### config.mk
export PLATFORM = sky130hd
export DESIGN_NAME = ffbc_counter
export DESIGN_NICKNAME = d
export VERILOG_FILES = /design/src/hdl/ffbc_pkg.sv /design/src/hdl/ffbc_counter.sv
export VERILOG_INCLUDE_DIRS = /design/src /design/src/hdl
export SDC_FILE = /design/constraint.sdc
export NUM_CORES = 1
export LEC_CHECK = 0
export BUFFER_PORTS_ARGS = -buffer_cell sky130_fd_sc_hd__buf_2
export CAP_MARGIN = 40
export CELL_PAD_IN_SITES_DETAIL_PLACEMENT = 0
export CELL_PAD_IN_SITES_GLOBAL_PLACEMENT = 2
export CORE_ASPECT_RATIO = 1.1
export CORE_MARGIN = 2
export CORE_UTILIZATION = 26
export DETAILED_ROUTE_END_ITERATION = 6
export PLACE_DENSITY = 0.86
export SLEW_MARGIN = 20
export SYNTH_ARGS = -nofsm -noshare
export SYNTH_HDL_FRONTEND = slang
export SYNTH_SLANG_ARGS = --single-unit
### constraint.sdc
create_clock -name clk_sys -period 2 [get_ports clk_sys]
set_input_delay 0 -clock clk_sys [delete_from_list [all_inputs] [get_ports clk_sys]]
set_output_delay 0 -clock clk_sys [all_outputs]
set_load 0.01 [all_outputs]
### src/hdl/ffbc_map.svh
// Offsets-free constant map for the flip-flop binary counter
`ifndef FFBC_MAP_SVH
`define FFBC_MAP_SVH
`define FFBC_STAGES 4
`define FFBC_ZERO 4'h0
`define FFBC_BCD_MAX 4'h9
`define FFBC_LATCH_RST 1'b0
`endif

### src/hdl/ffbc_pkg.sv
// Types for the flip-flop binary counter
package ffbc_pkg;
  typedef logic [3:0] ffbc_cnt_t;
  typedef struct packed {
    logic set_p;
    logic rst_p;
  } ffbc_sr_t;
  typedef struct packed {
    logic j;
    logic k;
    logic jk_open;
  } ffbc_steer_t;
  typedef enum logic {FFBC_IDLE, FFBC_SEEN} ffbc_edge_t;
  typedef struct packed {
    logic [1:0] trig_sync;
    logic trig_prev;
    logic [1:0] rst_sync;
    logic [1:0] set_sync;
    logic [1:0] tst_sync;
    logic tst_prev;
    logic [1:0] jk_sync;
    logic jk_prev;
    logic latch_q;
    logic tog_q;
    logic sr_q;
    logic rst_stage_q;
    logic jk_q;
    ffbc_cnt_t cnt;
    ffbc_edge_t edge_st;
  } ffbc_state_t;
endpackage : ffbc_pkg

### src/hdl/ffbc_counter.sv
// Flip-flop stages and four-stage ripple binary counter
`timescale 1ns/1ps
`include "ffbc_map.svh"

// Notes on behaviour
// - Latch holds last set or reset; opposite input reverses it.
// - Toggle stage inverts on each falling trigger, halving the rate.
// - Set/reset stage ignores repeated set; reset holds until next set.
// - Combined stage toggles on falling trigger; set/reset act on high.
// - Combined set drives inverted output high; reset drives true high.
// - Clocked stage with both steering high toggles each clock pulse.
// - Set-steer high, clear-steer low: clock drives true output high.
// - Set-steer low, clear-steer high: clock drives inverted high.
// - Both steering low: clock pulses ignored, state held.
// - Unconnected steering inputs act as both high, toggling.
// - Counter stages have clear, preset and blanking inputs.
// - Four stages chained; each acts only on falling trigger.
// - Stage weights 1, 2, 4, 8; count is sum of set weights.
// - Set stage shows true output high; all start at zero.
// - From seven, next input clears low three and sets fourth.
// - Chain cycles through 16 states, wrapping to zero.
// - Clear returns every stage to zero before a new count.
// - Decimal digit valid only for codes 0000 through 1001.
// - Latch outputs complementary; direct reset holds it cleared.
module ffbc_counter (
  input wire logic clk_sys,
  input wire logic rstn,
  input wire logic clear,
  input wire logic preset,
  input wire ffbc_pkg::ffbc_cnt_t preset_val,
  input wire logic blank,
  input wire logic trig,
  input wire ffbc_pkg::ffbc_sr_t latch_in,
  input wire logic latch_direct_rst,
  input wire ffbc_pkg::ffbc_sr_t sr_in,
  input wire ffbc_pkg::ffbc_sr_t rst_in,
  input wire logic rst_trig,
  input wire ffbc_pkg::ffbc_steer_t steer,
  input wire logic jk_clk,
  output logic latch_q,
  output logic latch_qn,
  output logic tog_q,
  output logic sr_q,
  output logic rst_stage_q,
  output logic rst_stage_qn,
  output logic jk_q,
  output logic jk_qn,
  output ffbc_pkg::ffbc_cnt_t count,
  output logic digit_valid,
  output logic blank_out
);
  import ffbc_pkg::*;

  ffbc_state_t st;
  ffbc_state_t next_st;
  logic arst_n;
  logic trig_fall;
  logic tst_fall;
  logic jk_fall;
  logic j_eff;
  logic k_eff;
  logic [`FFBC_STAGES:0] ripple;
  ffbc_cnt_t next_cnt;

  // Clear acts as asynchronous reset of all stages
  assign arst_n = rstn & ~clear;

  assign trig_fall = st.trig_prev & ~st.trig_sync[1];
  assign tst_fall = st.tst_prev & ~st.tst_sync[1];
  assign jk_fall = st.jk_prev & ~st.jk_sync[1];
  assign j_eff = steer.jk_open | steer.j;
  assign k_eff = steer.jk_open | steer.k;

  // Ripple chain: each stage toggles on the fall of the one before
  assign ripple[0] = trig_fall;
  genvar gi;
  generate
    for (gi = 0; gi < `FFBC_STAGES; gi++) begin : g_stage
      assign next_cnt[gi] = st.cnt[gi] ^ ripple[gi];
      assign ripple[gi+1] = ripple[gi] & st.cnt[gi];
    end
  endgenerate

  always_comb begin
    next_st = st;
    next_st.trig_sync = {st.trig_sync[0], trig};
    next_st.trig_prev = st.trig_sync[1];
    next_st.rst_sync = {st.rst_sync[0], latch_direct_rst};
    next_st.set_sync = {st.set_sync[0], 1'b0};
    next_st.tst_sync = {st.tst_sync[0], rst_trig};
    next_st.tst_prev = st.tst_sync[1];
    next_st.jk_sync = {st.jk_sync[0], jk_clk};
    next_st.jk_prev = st.jk_sync[1];
    next_st.edge_st = trig_fall ? FFBC_SEEN : FFBC_IDLE;
    // Basic latch
    if (latch_direct_rst) begin
      next_st.latch_q = `FFBC_LATCH_RST;
    end else if (latch_in.set_p && !latch_in.rst_p) begin
      next_st.latch_q = 1'b1;
    end else if (latch_in.rst_p && !latch_in.set_p) begin
      next_st.latch_q = 1'b0;
    end
    // Toggle stage
    if (trig_fall) begin
      next_st.tog_q = ~st.tog_q;
    end
    // Set/reset stage
    if (sr_in.rst_p) begin
      next_st.sr_q = 1'b0;
    end else if (sr_in.set_p) begin
      next_st.sr_q = 1'b1;
    end
    // Combined set/reset/toggle stage
    if (rst_in.set_p) begin
      next_st.rst_stage_q = 1'b0;
    end else if (rst_in.rst_p) begin
      next_st.rst_stage_q = 1'b1;
    end else if (tst_fall) begin
      next_st.rst_stage_q = ~st.rst_stage_q;
    end
    // Clocked steering stage with preset
    if (preset) begin
      next_st.jk_q = 1'b1;
    end else if (jk_fall) begin
      case ({j_eff, k_eff})
        2'b11: next_st.jk_q = ~st.jk_q;
        2'b10: next_st.jk_q = 1'b1;
        2'b01: next_st.jk_q = 1'b0;
        2'b00: next_st.jk_q = st.jk_q;
        default: next_st.jk_q = st.jk_q;
      endcase
    end
    // Counter chain
    case (st.edge_st)
      FFBC_IDLE, FFBC_SEEN: begin
        if (preset) begin
          next_st.cnt = preset_val;
        end else begin
          next_st.cnt = next_cnt;
        end
      end
      default: next_st.cnt = st.cnt;
    endcase
  end

  always_ff @(posedge clk_sys or negedge arst_n) begin
    if (!arst_n) begin
      st <= '0;
    end else begin
      st <= next_st;
    end
  end

  assign latch_q = st.latch_q;
  assign latch_qn = ~st.latch_q;
  assign tog_q = st.tog_q;
  assign sr_q = st.sr_q;
  assign rst_stage_q = st.rst_stage_q;
  assign rst_stage_qn = ~st.rst_stage_q;
  assign jk_q = st.jk_q;
  assign jk_qn = ~st.jk_q;
  assign count = st.cnt;
  assign digit_valid = (st.cnt <= `FFBC_BCD_MAX);
  assign blank_out = blank;

  chk_ripple_step: assert property (@(posedge clk_sys) disable iff (!arst_n)
    trig_fall && !preset |=> st.cnt == $past(st.cnt) + 4'h1)
    else $error("count did not step on falling trigger");
  chk_hold_no_edge: assert property (@(posedge clk_sys) disable iff (!arst_n)
    !trig_fall && !preset |=> $stable(st.cnt))
    else $error("count moved without trigger");
  chk_carry_seven: assert property (@(posedge clk_sys) disable iff (!arst_n)
    trig_fall && !preset && st.cnt == 4'h7 |=> st.cnt == 4'h8)
    else $error("carry from seven wrong");
  chk_wrap_zero: assert property (@(posedge clk_sys) disable iff (!arst_n)
    trig_fall && !preset && st.cnt == 4'hF |=> st.cnt == 4'h0)
    else $error("count did not wrap");
  chk_preset_load: assert property (@(posedge clk_sys) disable iff (!arst_n)
    preset |=> st.cnt == $past(preset_val))
    else $error("preset not loaded");
  chk_toggle_stage: assert property (@(posedge clk_sys) disable iff (!arst_n)
    trig_fall |=> tog_q != $past(tog_q))
    else $error("toggle stage did not invert");
  chk_jk_hold: assert property (@(posedge clk_sys) disable iff (!arst_n)
    jk_fall && !preset && !j_eff && !k_eff |=> $stable(jk_q))
    else $error("steering stage moved with both low");
  chk_jk_toggle: assert property (@(posedge clk_sys) disable iff (!arst_n)
    jk_fall && !preset && j_eff && k_eff |=> jk_q != $past(jk_q))
    else $error("steering stage did not toggle");
  chk_jk_set: assert property (@(posedge clk_sys) disable iff (!arst_n)
    jk_fall && !preset && j_eff && !k_eff |=> jk_q)
    else $error("steering stage not set");
  chk_jk_clear: assert property (@(posedge clk_sys) disable iff (!arst_n)
    jk_fall && !preset && !j_eff && k_eff |=> jk_qn)
    else $error("steering stage not cleared");
  chk_latch_set: assert property (@(posedge clk_sys) disable iff (!arst_n)
    !latch_direct_rst && latch_in == 2'h2 |=> latch_q)
    else $error("latch not set");
  chk_sr_reset: assert property (@(posedge clk_sys) disable iff (!arst_n)
    sr_in.rst_p |=> !sr_q)
    else $error("reset pulse did not clear stage");
  chk_rst_set: assert property (@(posedge clk_sys) disable iff (!arst_n)
    rst_in.set_p |=> rst_stage_qn)
    else $error("combined set did not raise inverted output");
  chk_latch_drst: assert property (@(posedge clk_sys) disable iff (!arst_n)
    latch_direct_rst |=> !latch_q && latch_qn)
    else $error("direct reset did not clear latch");
  chk_digit_flag: assert property (@(posedge clk_sys) disable iff (!arst_n)
    digit_valid == (count < 4'hA))
    else $error("digit valid flag wrong");

  cov_wrap: cover property (@(posedge clk_sys) disable iff (!arst_n)
    trig_fall && st.cnt == 4'hF);
  cov_seven: cover property (@(posedge clk_sys) disable iff (!arst_n)
    trig_fall && st.cnt == 4'h7);
  cov_preset: cover property (@(posedge clk_sys) disable iff (!arst_n)
    preset);
  cov_jk_toggle: cover property (@(posedge clk_sys) disable iff (!arst_n)
    jk_fall && j_eff && k_eff);
endmodule : ffbc_counter

After elaboration in Yosys (flattened, before gate mapping)

Cells that the tools add are included.

$lt $le $gt $ge: 1
Equality and inequality tests: 4
Mux-type cells: 12
Bitwise operators: 21
Reductions and logical operators: 10

Operators with widths:

| operator             | number |
|---|---|
| $mux W1              | 10 |
| $not A1 Y1           | 8 |
| $and A1 B1 Y1        | 7 |
| $reduce_bool A3 Y1   | 2 |
| $eq A2 B2 Y1 const B | 2 |
| $le A4 B4 Y1 const B | 1 |
| $mux W4              | 1 |
| $reduce_bool A2 Y1   | 2 |
| $xor A1 B1 Y1        | 4 |
| $pmux W1 S3          | 1 |
| $eq A2 B1 Y1 const B | 1 |
| $logic_and A1 B1 Y1  | 2 |
| $logic_not A1 Y1     | 2 |
| $logic_not A2 Y1     | 1 |
| $ne A2 B2 Y1 const B | 1 |
| $or A1 B1 Y1         | 2 |
| $reduce_and A2 Y1    | 1 |

Bits in registers: 18
Bits of input ports: 22
Word-level logic and storage cells: 60

Logic depth before layout (Yosys ltp)

Gate-level depths: netlist of run 1.

Depth after elaboration: 7
Depth in mapped cells: 6
Depth with buffers taken out: 6

Least setup slack after synthesis of run 1

OpenSTA, ideal clock, no wires.

Path type: register -> register
Start point: reg st[20] (netlist name)
End point: reg st (netlist bit count[2])
Library setup time: 0.125 ns
Data arrival time: 1.316 ns
Data required time: 1.875 ns
Path slack: 0.559 ns
Stages on the path, launching flop included: 6
Buffers on the path: 0
Period minus slack after synthesis: 1.441 ns
Cell sequence: dfrtp_1 > nor2b_1 > ha_1 > ha_1 > ha_1 > mux2_2

RTL lines:

| element                | RTL line            | RTL |
|---|---|---|
| from (decl)            | ffbc_counter.sv:54  | `ffbc_state_t st;` |
| from (signal assigned) | ffbc_counter.sv:150 | `st <= next_st;` |

==> out/results.tsv, run 1 <==
stage	metric	value	unit
outcome	outcome	completed	
power_and_ir_drop	irDropWorstVdd	0.351	mV
synthesis	ys_warn_count	0	
timing	clock.fmax	0.663	GHz
timing	fin_crit	1.51	ns
setup_path	critPathLaunchType	flop	
floorplanning	initial_core_util	0.270	
cells_and_area	fin_nets	136	
floorplanning	die-area	3300	um^2
clock_network	cts_buffer_depth	2	
routing	viasPerCell	4.00	
clock_network	cts_tree	yes	
floorplanning	die_h	60.0	um
place	io_buffers	33	
global_routing	grt_pass1_vias	553	
routing	ant_nets	0	
clock_network	cts_resized	0	
timing	tightest_slew	0.318	ns
floorplanning	core	2750	um^2
cells_and_area	multiInputGateArea	234	um^2
power_and_ir_drop	p_leak	0.000580	uW
timing	period_share	0.755	
setup_path	worstPathCellList	nor2b_1, ha_1, ha_1, ha_1, mux2_2	
routing	routed-via-count	560	
cells_and_area	area_delta_synth_final	49.7	%
synthesis	yosys.area_share.xor_xnor	0.0354	
global_routing	overflow	0	
global_routing	grt_usage	0.0945	
min_path	min_path_type	input pin to output port	
clock_network	cts_max_level	1	
synthesis	synth_compound_area_frac	0.0388	
setup_path	worstRegToRegCells	5	
synthesis	synth_area_per_cell	12.6	um^2
power_and_ir_drop	p_per_area	677	nW/um^2
place	dpl.hpwl	1010	um
synthesis	synth_nets	86	
synthesis	synthAdderAreaFrac	0.0978	
synthesis	synth-seq-cells	18	
setup_path	critPathSlowestCell	dfrtp_1	
power_and_ir_drop	combPwrFrac	0.220	
setup_path	critical_path.max_fanout	2	
synthesis	synth.distinct_cells	17	
routing	drcViolationCount	0	
job	cap_violations	0	
floorplanning	ioPinCount	36	
setup_path	regToRegSetupSlack	0.49	ns
cells_and_area	fillers	292	
synthesis	synth_top_family_by_area	adder cells	
synthesis	syn_area	742	um^2
routing	wl	1330	um
place	place.gp.congestion	0.617	
power_and_ir_drop	seqPwrFrac	0.561	
setup_path	critPathMaxStageDelay	0.36	ns
power_and_ir_drop	intPower	564	uW
clock_network	post_cts_buffers	0	
timing	setup_viol	0	
floorplanning	fp-row-count	20	
global_routing	grt_first_pass_wirelength	2210	um
synthesis	synth.yosys.seq_area_share	0.607	
clock_network	clock_latency	0.28	ns
synthesis	muxShareOfSynthArea	0.0455	
synthesis	yosys.area_share.simple	0.0944	
clock_network	clkTransAtPathRegs	0.09	ns
timing	hold_slack	0.0000840	ns
timing	finalSetupTns	0	ns
synthesis	syn_inst	59	
power_and_ir_drop	switching_power	188	uW
global_routing	antenna_found_initial	0	
setup_path	end_kind	flop	
global_routing	grt_max_degree	12	
cells_and_area	drive_above_1_share	0.402	
clock_network	cts_root_buf	clkbuf_4	
cells_and_area	final-seq-area	450	um^2
timing	rsz0062_at_grt	no	
setup_path	crit_path_frequent_cell	ha_1	
timing	skew	0.00488	ns
timing	report.final.slew_viol_count	0	
power_and_ir_drop	pwr-share-clk	0.220	
clock_network	clock-sinks	18	
routing	wire_per_inst	9.52	um
timing	relSlewSlack	0.787	
clock_network	cts-buffers-inserted	3	
setup_path	crit_type	flop to flop	
cells_and_area	antenna_cells	0	
setup_path	crit_required	2.17	ns
routing	drt_iter0_drc	13	
setup_path	arrival	1.68	ns
routing	drt-pass1-iter-count	3	
min_path	hold_path_depth	0	
timing	finalHoldViolCount	0	
floorplanning	die_x	54.9	um
power_and_ir_drop	p_sw_frac	0.250	
critical path, delay by kind of cell (launching register included):
family        cells  cell delay [ns]
fa+ha+maj         3             0.63
flops             1             0.36
simple gates      1             0.15
mux               1             0.26
per-stage QoR:
step                instances  total power (uW)   util  setup WS [ns]  instance area [um^2]
floorplan                  59               517      -          0.559                   742
global placement          120               564  0.332          0.539                   913
detailed placement        121               573  0.337          0.504                   928
CTS                       140               769  0.404          0.490                  1110
global route              140               815  0.404          0.453                  1110
finish                    140               752  0.404          0.491                  1110
flip-flops by register name (all words and copies together), names as in the netlist:
name and count:
next_st 6, latch_q 1, count 4, tog_q 1, sr_q 1, st 3, jk_q 1, rst_stage_q 1
cell families (layout without fill, tap and decap cells):
family	after synthesis	count (layout)
DFF	18	18
and+or+nand+nor	13	13
buffers and inverters	11	59
adders and majority gates	6	6
AOI/OAI and AO/OA	5	5
xor gates and xnor gates	3	3
muxes	3	3
power by group through the flow:
stage	Clock, uW	Combinational, uW	Sequential (uW)
final	165	165	422
after global routing	199	187	428
after CTS	177	169	423
after detailed placement	0	144	430
after global placement	0	136	428
after floorplan	0	81.9	435
final timing paths:
kind | start | end
hold / removal | blank | blank_out
setup reg to reg | st[20] | count[2]
hold reg to reg | next_st[12] | next_st[10]
max in group asynchronous | clear | count[2]
setup / recovery | st[20] | count[2]
min in group asynchronous | rstn | next_st[20]
cell usage in the layout, fill, tap and decap left out, drive strengths merged:
master	Yosys	layout
xor2	1	1
buf	5	34
nand2b	1	1
mux2	3	3
maj3	1	1
nand2	1	1
inv	6	6
a21oi	2	2
o21ai	2	2
nor2b	3	3
xnor2	2	2
a211o	1	1
nor3b	1	1
ha	5	5
clkbuf	0	3
dfrtp	18	18
dlygate4sd3	0	16
or2	1	1
nor2	6	6
per-layer routing:
layer,vias up,track usage,part of all wire
li1,282,-,-
met1,253,0.107,0.42
met2,21,0.158,0.49
met3,4,0.0250,0.067
met4,0,0.0523,0.020
met5,-,0,0
synth_stat cells:
| cell | n | area share |
|---|---|---|
| a21oi_1 | 2 | 0.013 |
| ha_1 | 5 | 0.084 |
| o21ai_0 | 2 | 0.013 |
| or2_2 | 1 | 0.0084 |
| xnor2_1 | 2 | 0.024 |
| nor3b_2 | 1 | 0.017 |
| maj3_1 | 1 | 0.013 |
| dfrtp_1 | 18 | 0.61 |
| a211o_1 | 1 | 0.012 |
| nand2_1 | 1 | 0.0051 |
| nor2_1 | 6 | 0.030 |
| xor2_1 | 1 | 0.012 |
| nor2b_1 | 3 | 0.025 |
| inv_1 | 6 | 0.030 |
| buf_4 | 5 | 0.051 |
| nand2b_1 | 1 | 0.0084 |
| mux2_2 | 3 | 0.046 |
area by class of cell:
type | count | area share
clock buffer | 3 | 0.0203
inverter | 6 | 0.0203
multi-input combinational | 30 | 0.211
sequential | 18 | 0.405
tap | 33 | 0.0372
timing repair buffer | 50 | 0.306
timing repair:
| action | CTS | global route |
|---|---|---|
| endpoints found under the hold margin | 17 | 0 |
| endpoints found under the setup margin | 0 | 0 |
| hold buffers | 16 | 0 |
(Power assumes the default switching activity.)
==> run 2: changes to the inputs <==
--- a/config.mk
+++ b/config.mk
@@ -12,9 +12,9 @@
 export CELL_PAD_IN_SITES_GLOBAL_PLACEMENT = 2
 export CORE_ASPECT_RATIO = 1.1
 export CORE_MARGIN = 2
-export CORE_UTILIZATION = 26
+export CORE_UTILIZATION = 24
 export DETAILED_ROUTE_END_ITERATION = 6
-export PLACE_DENSITY = 0.86
+export PLACE_DENSITY = 0.84
 export SLEW_MARGIN = 20
 export SYNTH_ARGS = -nofsm -noshare
 export SYNTH_HDL_FRONTEND = slang
==> constraint.sdc (replaced) <==
create_clock -name clk_sys -period 1.2 [get_ports clk_sys]
set_input_delay 0 -clock clk_sys [delete_from_list [all_inputs] [get_ports clk_sys]]
set_output_delay 0 -clock clk_sys [all_outputs]
set_load 0.01 [all_outputs]
==> run 2 against run 1 <==
Compared with the run above: critical endpoint unchanged; register-to-register slack got worse by 0.66 ns; highest routed layer unchanged; the run now ends with setup timing left; clock-buffer cell count unchanged; die area increased by 7.7%; total power increased by 71%; sequential share of layout area decreased by 2.1 points; final area increased by 5.5%; critical path depth unchanged; sequential power increased by 69%; setup slack got worse by 0.66 ns.
==> out/results.tsv, run 2 (synthesized netlist as in run 1, its figures left out) <==
stage	metric	value	unit	change
timing	hold_slack	0.0000193	ns	-0.0000647 ns
timing	clock.fmax	0.728	GHz	+9.9%
setup_path	critPathLaunchType	flop		
outcome	violations	setup timing		
setup_path	end_kind	flop		
timing	final.setup.worst_slack	-0.174	ns	-0.664 ns
clock_network	cts_max_level	1		unchanged
clock_network	clkTransAtPathRegs	0.09	ns	about the same
timing	tightest_slew	0.225	ns	-0.0928 ns
cells_and_area	final_cell_mix	buf_2, dfrtp_1, dlygate4sd3_1		
global_routing	grt_pass1_vias	628		+14%
place	preCtsSetupSlack	-0.210	ns	-0.715 ns
cells_and_area	layout.cells.non_filler	142		+1.4%
routing	drcViolationCount	0		unchanged
global_routing	grt_first_pass_wirelength	2460	um	+11%
global_routing	antenna_found_initial	0		unchanged
global_routing	grt_max_degree	19		+7
outcome	outcome	complete, but fails checks		
timing	finalSetupTns	-0.285	ns	-0.285 ns
setup_path	arrival	1.54	ns	-0.14 ns
min_path	min_path_type	input pin to output port		
routing	wl_met2	749	um	+14%
timing	fin_crit	1.37	ns	-0.136 ns
routing	ant_nets	0		unchanged
floorplanning	initial_core_util	0.248		-0.0218
cells_and_area	drive_above_1_share	0.454		+0.0518
cells_and_area	post-route-util	0.391		-0.0122
place	place_inst	123		+1.7%
routing	dr.max_layer_used	met4		
floorplanning	die_x	57.0	um	+3.8%
routing	wl_met1	533	um	-4.5%
routing	wl_met3	67	um	-25%
timing	report.final.slew_viol_count	0		unchanged
routing	routed-via-count	573		+2.3%
timing	relSlewSlack	0.850		+0.0626
cells_and_area	antenna_cells	0		unchanged
floorplanning	die_h	62.3	um	+3.8%
timing	setup_viol	3		+3
routing	viasPerCell	4.04		+0.88%
setup_path	critical_path.max_fanout	2		unchanged
cells_and_area	multiInputGateArea	294	um^2	+26%
timing	rsz0062_at_grt	yes		
routing	drt_iter0_drc	2		-11
routing	wire_per_inst	9.77	um	+2.7%
clock_network	clock_latency	0.28	ns	about the same
place	dpl.hpwl	1050	um	+3.8%
power_and_ir_drop	irDropWorstVdd	0.435	mV	+24%
setup_path	crit_type	flop to flop		
power_and_ir_drop	p_per_area	1100	nW/um^2	+62%
job	cap_violations	0		unchanged
timing	finalHoldViolCount	0		unchanged
cells_and_area	final-seq-area	450	um^2	unchanged
power_and_ir_drop	p_leak	0.000594	uW	+2.5%
clock_network	cts-buffers-inserted	3		unchanged
place	place.gp.congestion	0.712		+15%
clock_network	cts_tree	yes		
floorplanning	fp-row-count	21		+5.0%
cells_and_area	final_common_cell	buf_2		
routing	drt-pass1-iter-count	4		+1
floorplanning	die-area	3550	um^2	+7.7%
cells_and_area	fillers	311		+6.5%
cells_and_area	area_delta_synth_final	58.0	%	
clock_network	clock-sinks	18		unchanged
global_routing	grt_usage	0.0900		-0.00452
place	io_buffers	33		unchanged
timing	skew	0.00201	ns	-0.00287 ns
routing	wl	1390	um	+4.1%
global_routing	overflow	0		unchanged
clock_network	cts_root_buf	clkbuf_4		
clock_network	cts_buffer_depth	2		unchanged
cells_and_area	fin_nets	137		+0.74%
floorplanning	core	3000	um^2	+8.8%
timing	period_share	1.14		+0.390
cells_and_area	largest_reg_flops	6		unchanged
setup_path	crit_required	1.37	ns	-0.80 ns
floorplanning	ioPinCount	36		unchanged
-- run 2: routing by layer --
layer	GRT usage	vias up
met3	0.0146	4
li1	-	284
met5	0	-
met4	0.0756	0
met2	0.158	17
met1	0.0894	268
-- run 2: worst max-delay path, cell delays in order (launching register included) --
cell	delay [ns]
dfrtp_1	0.42
nor2b_4	0.14
ha_4	0.14
ha_4	0.13
ha_4	0.18
mux2_4	0.26
-- run 2: path summary, 6_finish.rpt --
check	to	from	slack (ns)	depth (start not counted)
setup / recovery	count[2]	next_st[20]	-0.17	5
hold / removal	blank_out	blank	0.00002	0
setup reg to reg	count[2]	next_st[20]	-0.17	5
hold reg to reg	next_st[13]	next_st[15]	0.35	0
max in group asynchronous	st[20]	rstn	0.15	5
min in group asynchronous	next_st[12]	clear	0.33	4
-- run 2: cell type report --
type	count	share of cell area
inverters	6	0.0192
multi-input cells	30	0.251
repair buffers	51	0.290
clock buffers	3	0.0192
well taps	34	0.0363
flip-flops and latches	18	0.384
-- run 2: power by group --
part	total, uW	switching (uW)	internal, uW
clock	281	165	116
sequential	714	46.5	668
combinational	293	120	173
-- run 2: metrics by stage --
stage	instance area (um^2)	power, uW
4_1_cts	1170	1320
2_1_floorplan	781	881
3_5_place_dp	968	973
3_3_place_gp	968	963
6_report	1170	1290
5_1_grt	1170	1380
-- run 2: repair_timing --
| item | in CTS | in global routing |
|---|---|---|
| endpoints found under the hold margin | 28 | 0 |
| pin swaps | 4 | 2 |
| endpoints found under the setup margin | 3 | 3 |
| gates resized for setup | 3 | 0 |
| hold buffers | 16 | 0 |
| buffers inserted | 0 | 0 |
==> run 3: changes to the inputs <==
--- a/config.mk
+++ b/config.mk
@@ -15,6 +15,7 @@
 export CORE_UTILIZATION = 24
 export DETAILED_ROUTE_END_ITERATION = 6
 export PLACE_DENSITY = 0.84
+export SETUP_SLACK_MARGIN = 0.15
 export SLEW_MARGIN = 20
 export SYNTH_ARGS = -nofsm -noshare
 export SYNTH_HDL_FRONTEND = slang
==> run 3 against run 2 <==
Compared with the run above: the flow still finishes with violations (setup timing); clock-buffer cell count increased by 1; sequential power about the same; setup slack got worse by 0.0010 ns; final cell count increased by 2.8%; die area unchanged; critical path depth unchanged; final area increased by 4.5%; largest power group unchanged.
==> out/results.tsv, run 3 (synthesized netlist as in run 1, its figures left out) <==
stage	metric	value	unit	change
timing	setup_viol	3		unchanged
power_and_ir_drop	seqPwrFrac	0.511		-0.043
place	io_buffers	33		unchanged
routing	drt-pass1-iter-count	4		unchanged
routing	ant_nets	0		unchanged
global_routing	grt_pass1_vias	643		+2.4%
cells_and_area	final_common_cell	buf_2		
setup_path	end_kind	flop		
outcome	violations	setup timing		
routing	viasPerCell	3.99		-1.2%
place	place_inst	123		unchanged
routing	wl	1420	um	+2.4%
power_and_ir_drop	p_sw_frac	0.255		-0.00183
place	place.gp.congestion	0.686		-3.7%
timing	period_share	1.15		about the same
cells_and_area	fin_nets	140		+2.2%
routing	drt_iter0_drc	3		+1
power_and_ir_drop	p_per_area	1140	nW/um^2	+3.7%
floorplanning	die-area	3550	um^2	unchanged
clock_network	cts_root_buf	clkbuf_4		
cells_and_area	area_delta_synth_final	65.1	%	
routing	drcViolationCount	0		unchanged
clock_network	clock-sinks	18		unchanged
setup_path	crit_required	1.39	ns	+0.02 ns
setup_path	regToRegSetupSlack	-0.17	ns	about the same
min_path	min_path_type	input pin to output port		
floorplanning	fp-row-count	21		unchanged
clock_network	clkTransAtPathRegs	0.10	ns	about the same
power_and_ir_drop	p_leak	0.000620	uW	+4.3%
setup_path	crit_type	flop to flop		
setup_path	critPathLaunchType	flop		
floorplanning	initial_core_util	0.248		unchanged
power_and_ir_drop	combPwrFrac	0.225		-0.003
timing	finalSetupTns	-0.308	ns	-0.0230 ns
setup_path	timing.rr.start	st[20]		
clock_network	cts_buffer_depth	2		unchanged
min_path	hold_end	blank_out		
floorplanning	ioPinCount	36		unchanged
cells_and_area	final_area	1220	um^2	+4.5%
power_and_ir_drop	switching_power	356	uW	+7.6%
routing	wire_per_inst	9.74	um	-0.36%
outcome	outcome	complete, but fails checks		
clock_network	clock_latency	0.29	ns	about the same
clock_network	cts_max_level	1		unchanged
global_routing	grt_max_degree	19		unchanged
power_and_ir_drop	intPower	1040	uW	+8.7%
place	preCtsSetupSlack	-0.189	ns	+0.0216 ns
timing	finalHoldViolCount	0		unchanged
cells_and_area	final_cell_mix	buf_2, dfrtp_1, dlygate4sd3_1		
clock_network	cts_tree	yes		
place	dpl.hpwl	1010	um	-4.3%
power_and_ir_drop	pwr-share-clk	0.264		+0.046
cells_and_area	drive_above_1_share	0.473		+0.0195
routing	routed-via-count	582		+1.6%
timing	rsz0062_at_grt	yes		
timing	skew	0.00333	ns	+0.00132 ns
setup_path	critical_path.max_fanout	2		unchanged
floorplanning	die_x	57.0	um	unchanged
power_and_ir_drop	irDropWorstVdd	0.572	mV	+31%
place	postPlaceCellArea	991	um^2	+2.3%
floorplanning	core	3000	um^2	unchanged
timing	fin_crit	1.37	ns	+0.00101 ns
timing	report.final.slew_viol_count	0		unchanged
timing	tightest_slew	0.259	ns	+0.0339 ns
min_path	min-delay-start	blank		
clock_network	cts-buffers-inserted	3		unchanged
global_routing	antenna_found_initial	0		unchanged
cells_and_area	largest_reg_flops	6		unchanged
timing	relSlewSlack	0.827		-0.0232
floorplanning	die_h	62.3	um	unchanged
min_path	hold_path_depth	0		unchanged
cells_and_area	layout.cells.non_filler	146		+2.8%
setup_path	worstRegToRegCells	5		unchanged
timing	final.setup.worst_slack	-0.175	ns	-0.00101 ns
global_routing	grt_usage	0.0991		+0.00904
setup_path	arrival	1.56	ns	+0.02 ns
job	cap_violations	0		unchanged
timing	clock.fmax	0.728	GHz	about the same
setup_path	reg2reg_to	count[2]		
cells_and_area	antenna_cells	0		unchanged
global_routing	grt_first_pass_wirelength	2660	um	+8.1%
global_routing	overflow	0		unchanged
==> run 3: changes by cell type in the layout (fill, tap and decap cells not counted) <==
| cell | before | now |
|---|---|---|
| ha_4 | 3 | 4 |
| nor2b_1 | 1 | 2 |
| buf_4 | 2 | 5 |
| ha_1 | 2 | 1 |
| clkbuf_8 | 0 | 1 |
| or2_4 | 0 | 1 |
| mux2_4 | 2 | 3 |
| or2_2 | 1 | 0 |
| nor2b_2 | 1 | 0 |
| mux2_2 | 1 | 0 |
==> run 3: power by group through the flow <==
stage / Sequential [uW] / Clock (uW) / Combinational (uW)
3_5_place_dp: 726 / 0 / 257
2_1_floorplan: 734 / 0 / 157
4_1_cts: 716 / 393 / 316
6_report: 714 / 368 / 314
5_1_grt: 728 / 419 / 347
3_3_place_gp: 723 / 0 / 251
==> run 3: worst max path at each step <==
stage | depth (start not counted) | endpoint | startpoint
finish | 5 | count[2] | st[20]
global route | 5 | count[2] | next_st[20]
CTS | 5 | count[2] | st[20]
detailed placement | 5 | count[2] | next_st[20]
global placement | 5 | count[2] | next_st[20]
floorplan | 5 | count[2] | next_st[20]
==> run 3: through the flow <==
stage | power [uW] | hold WS [ns] | util
6_report | 1400 | 0.0000273 | 0.409
3_3_place_gp | 974 | 0.0000749 | 0.331
4_1_cts | 1420 | 0.0000749 | 0.406
3_5_place_dp | 984 | 0.0000749 | 0.331
2_1_floorplan | 890 | 0.0314 | -
5_1_grt | 1490 | 0.0000794 | 0.409
==> run 3: repair_timing <==
action	in CTS	in global routing
hold buffers	16	0
buffers inserted	2	1
resized for setup	3	0
pin swaps	2	2
endpoints found under the hold margin	28	0
endpoints found under the setup margin	5	6
==> run 3: critical path: stages, from the launching register on <==
cell,delay [ns]
dfrtp_1,0.38
nor2b_4,0.13
ha_4,0.16
ha_4,0.15
ha_4,0.20
mux2_4,0.25
==> run 3: layer usage <==
layer / vias up / global-route usage / share of wire
met3: 4 / 0.0271 / 0.073
met1: 263 / 0.105 / 0.38
met4: 0 / 0.0698 / 0.032
met2: 25 / 0.165 / 0.52
li1: 290 / - / -
met5: - / 0 / 0
==> run 3: layout make-up <==
cell class	instances	area (um^2)
Clock buffer	4	36.3
Tap cell	34	42.5
Fill cell	305	1770
Inverter	6	22.5
Sequential cell	18	450
Timing Repair Buffer	54	363
Multi-Input combinational cell	30	310
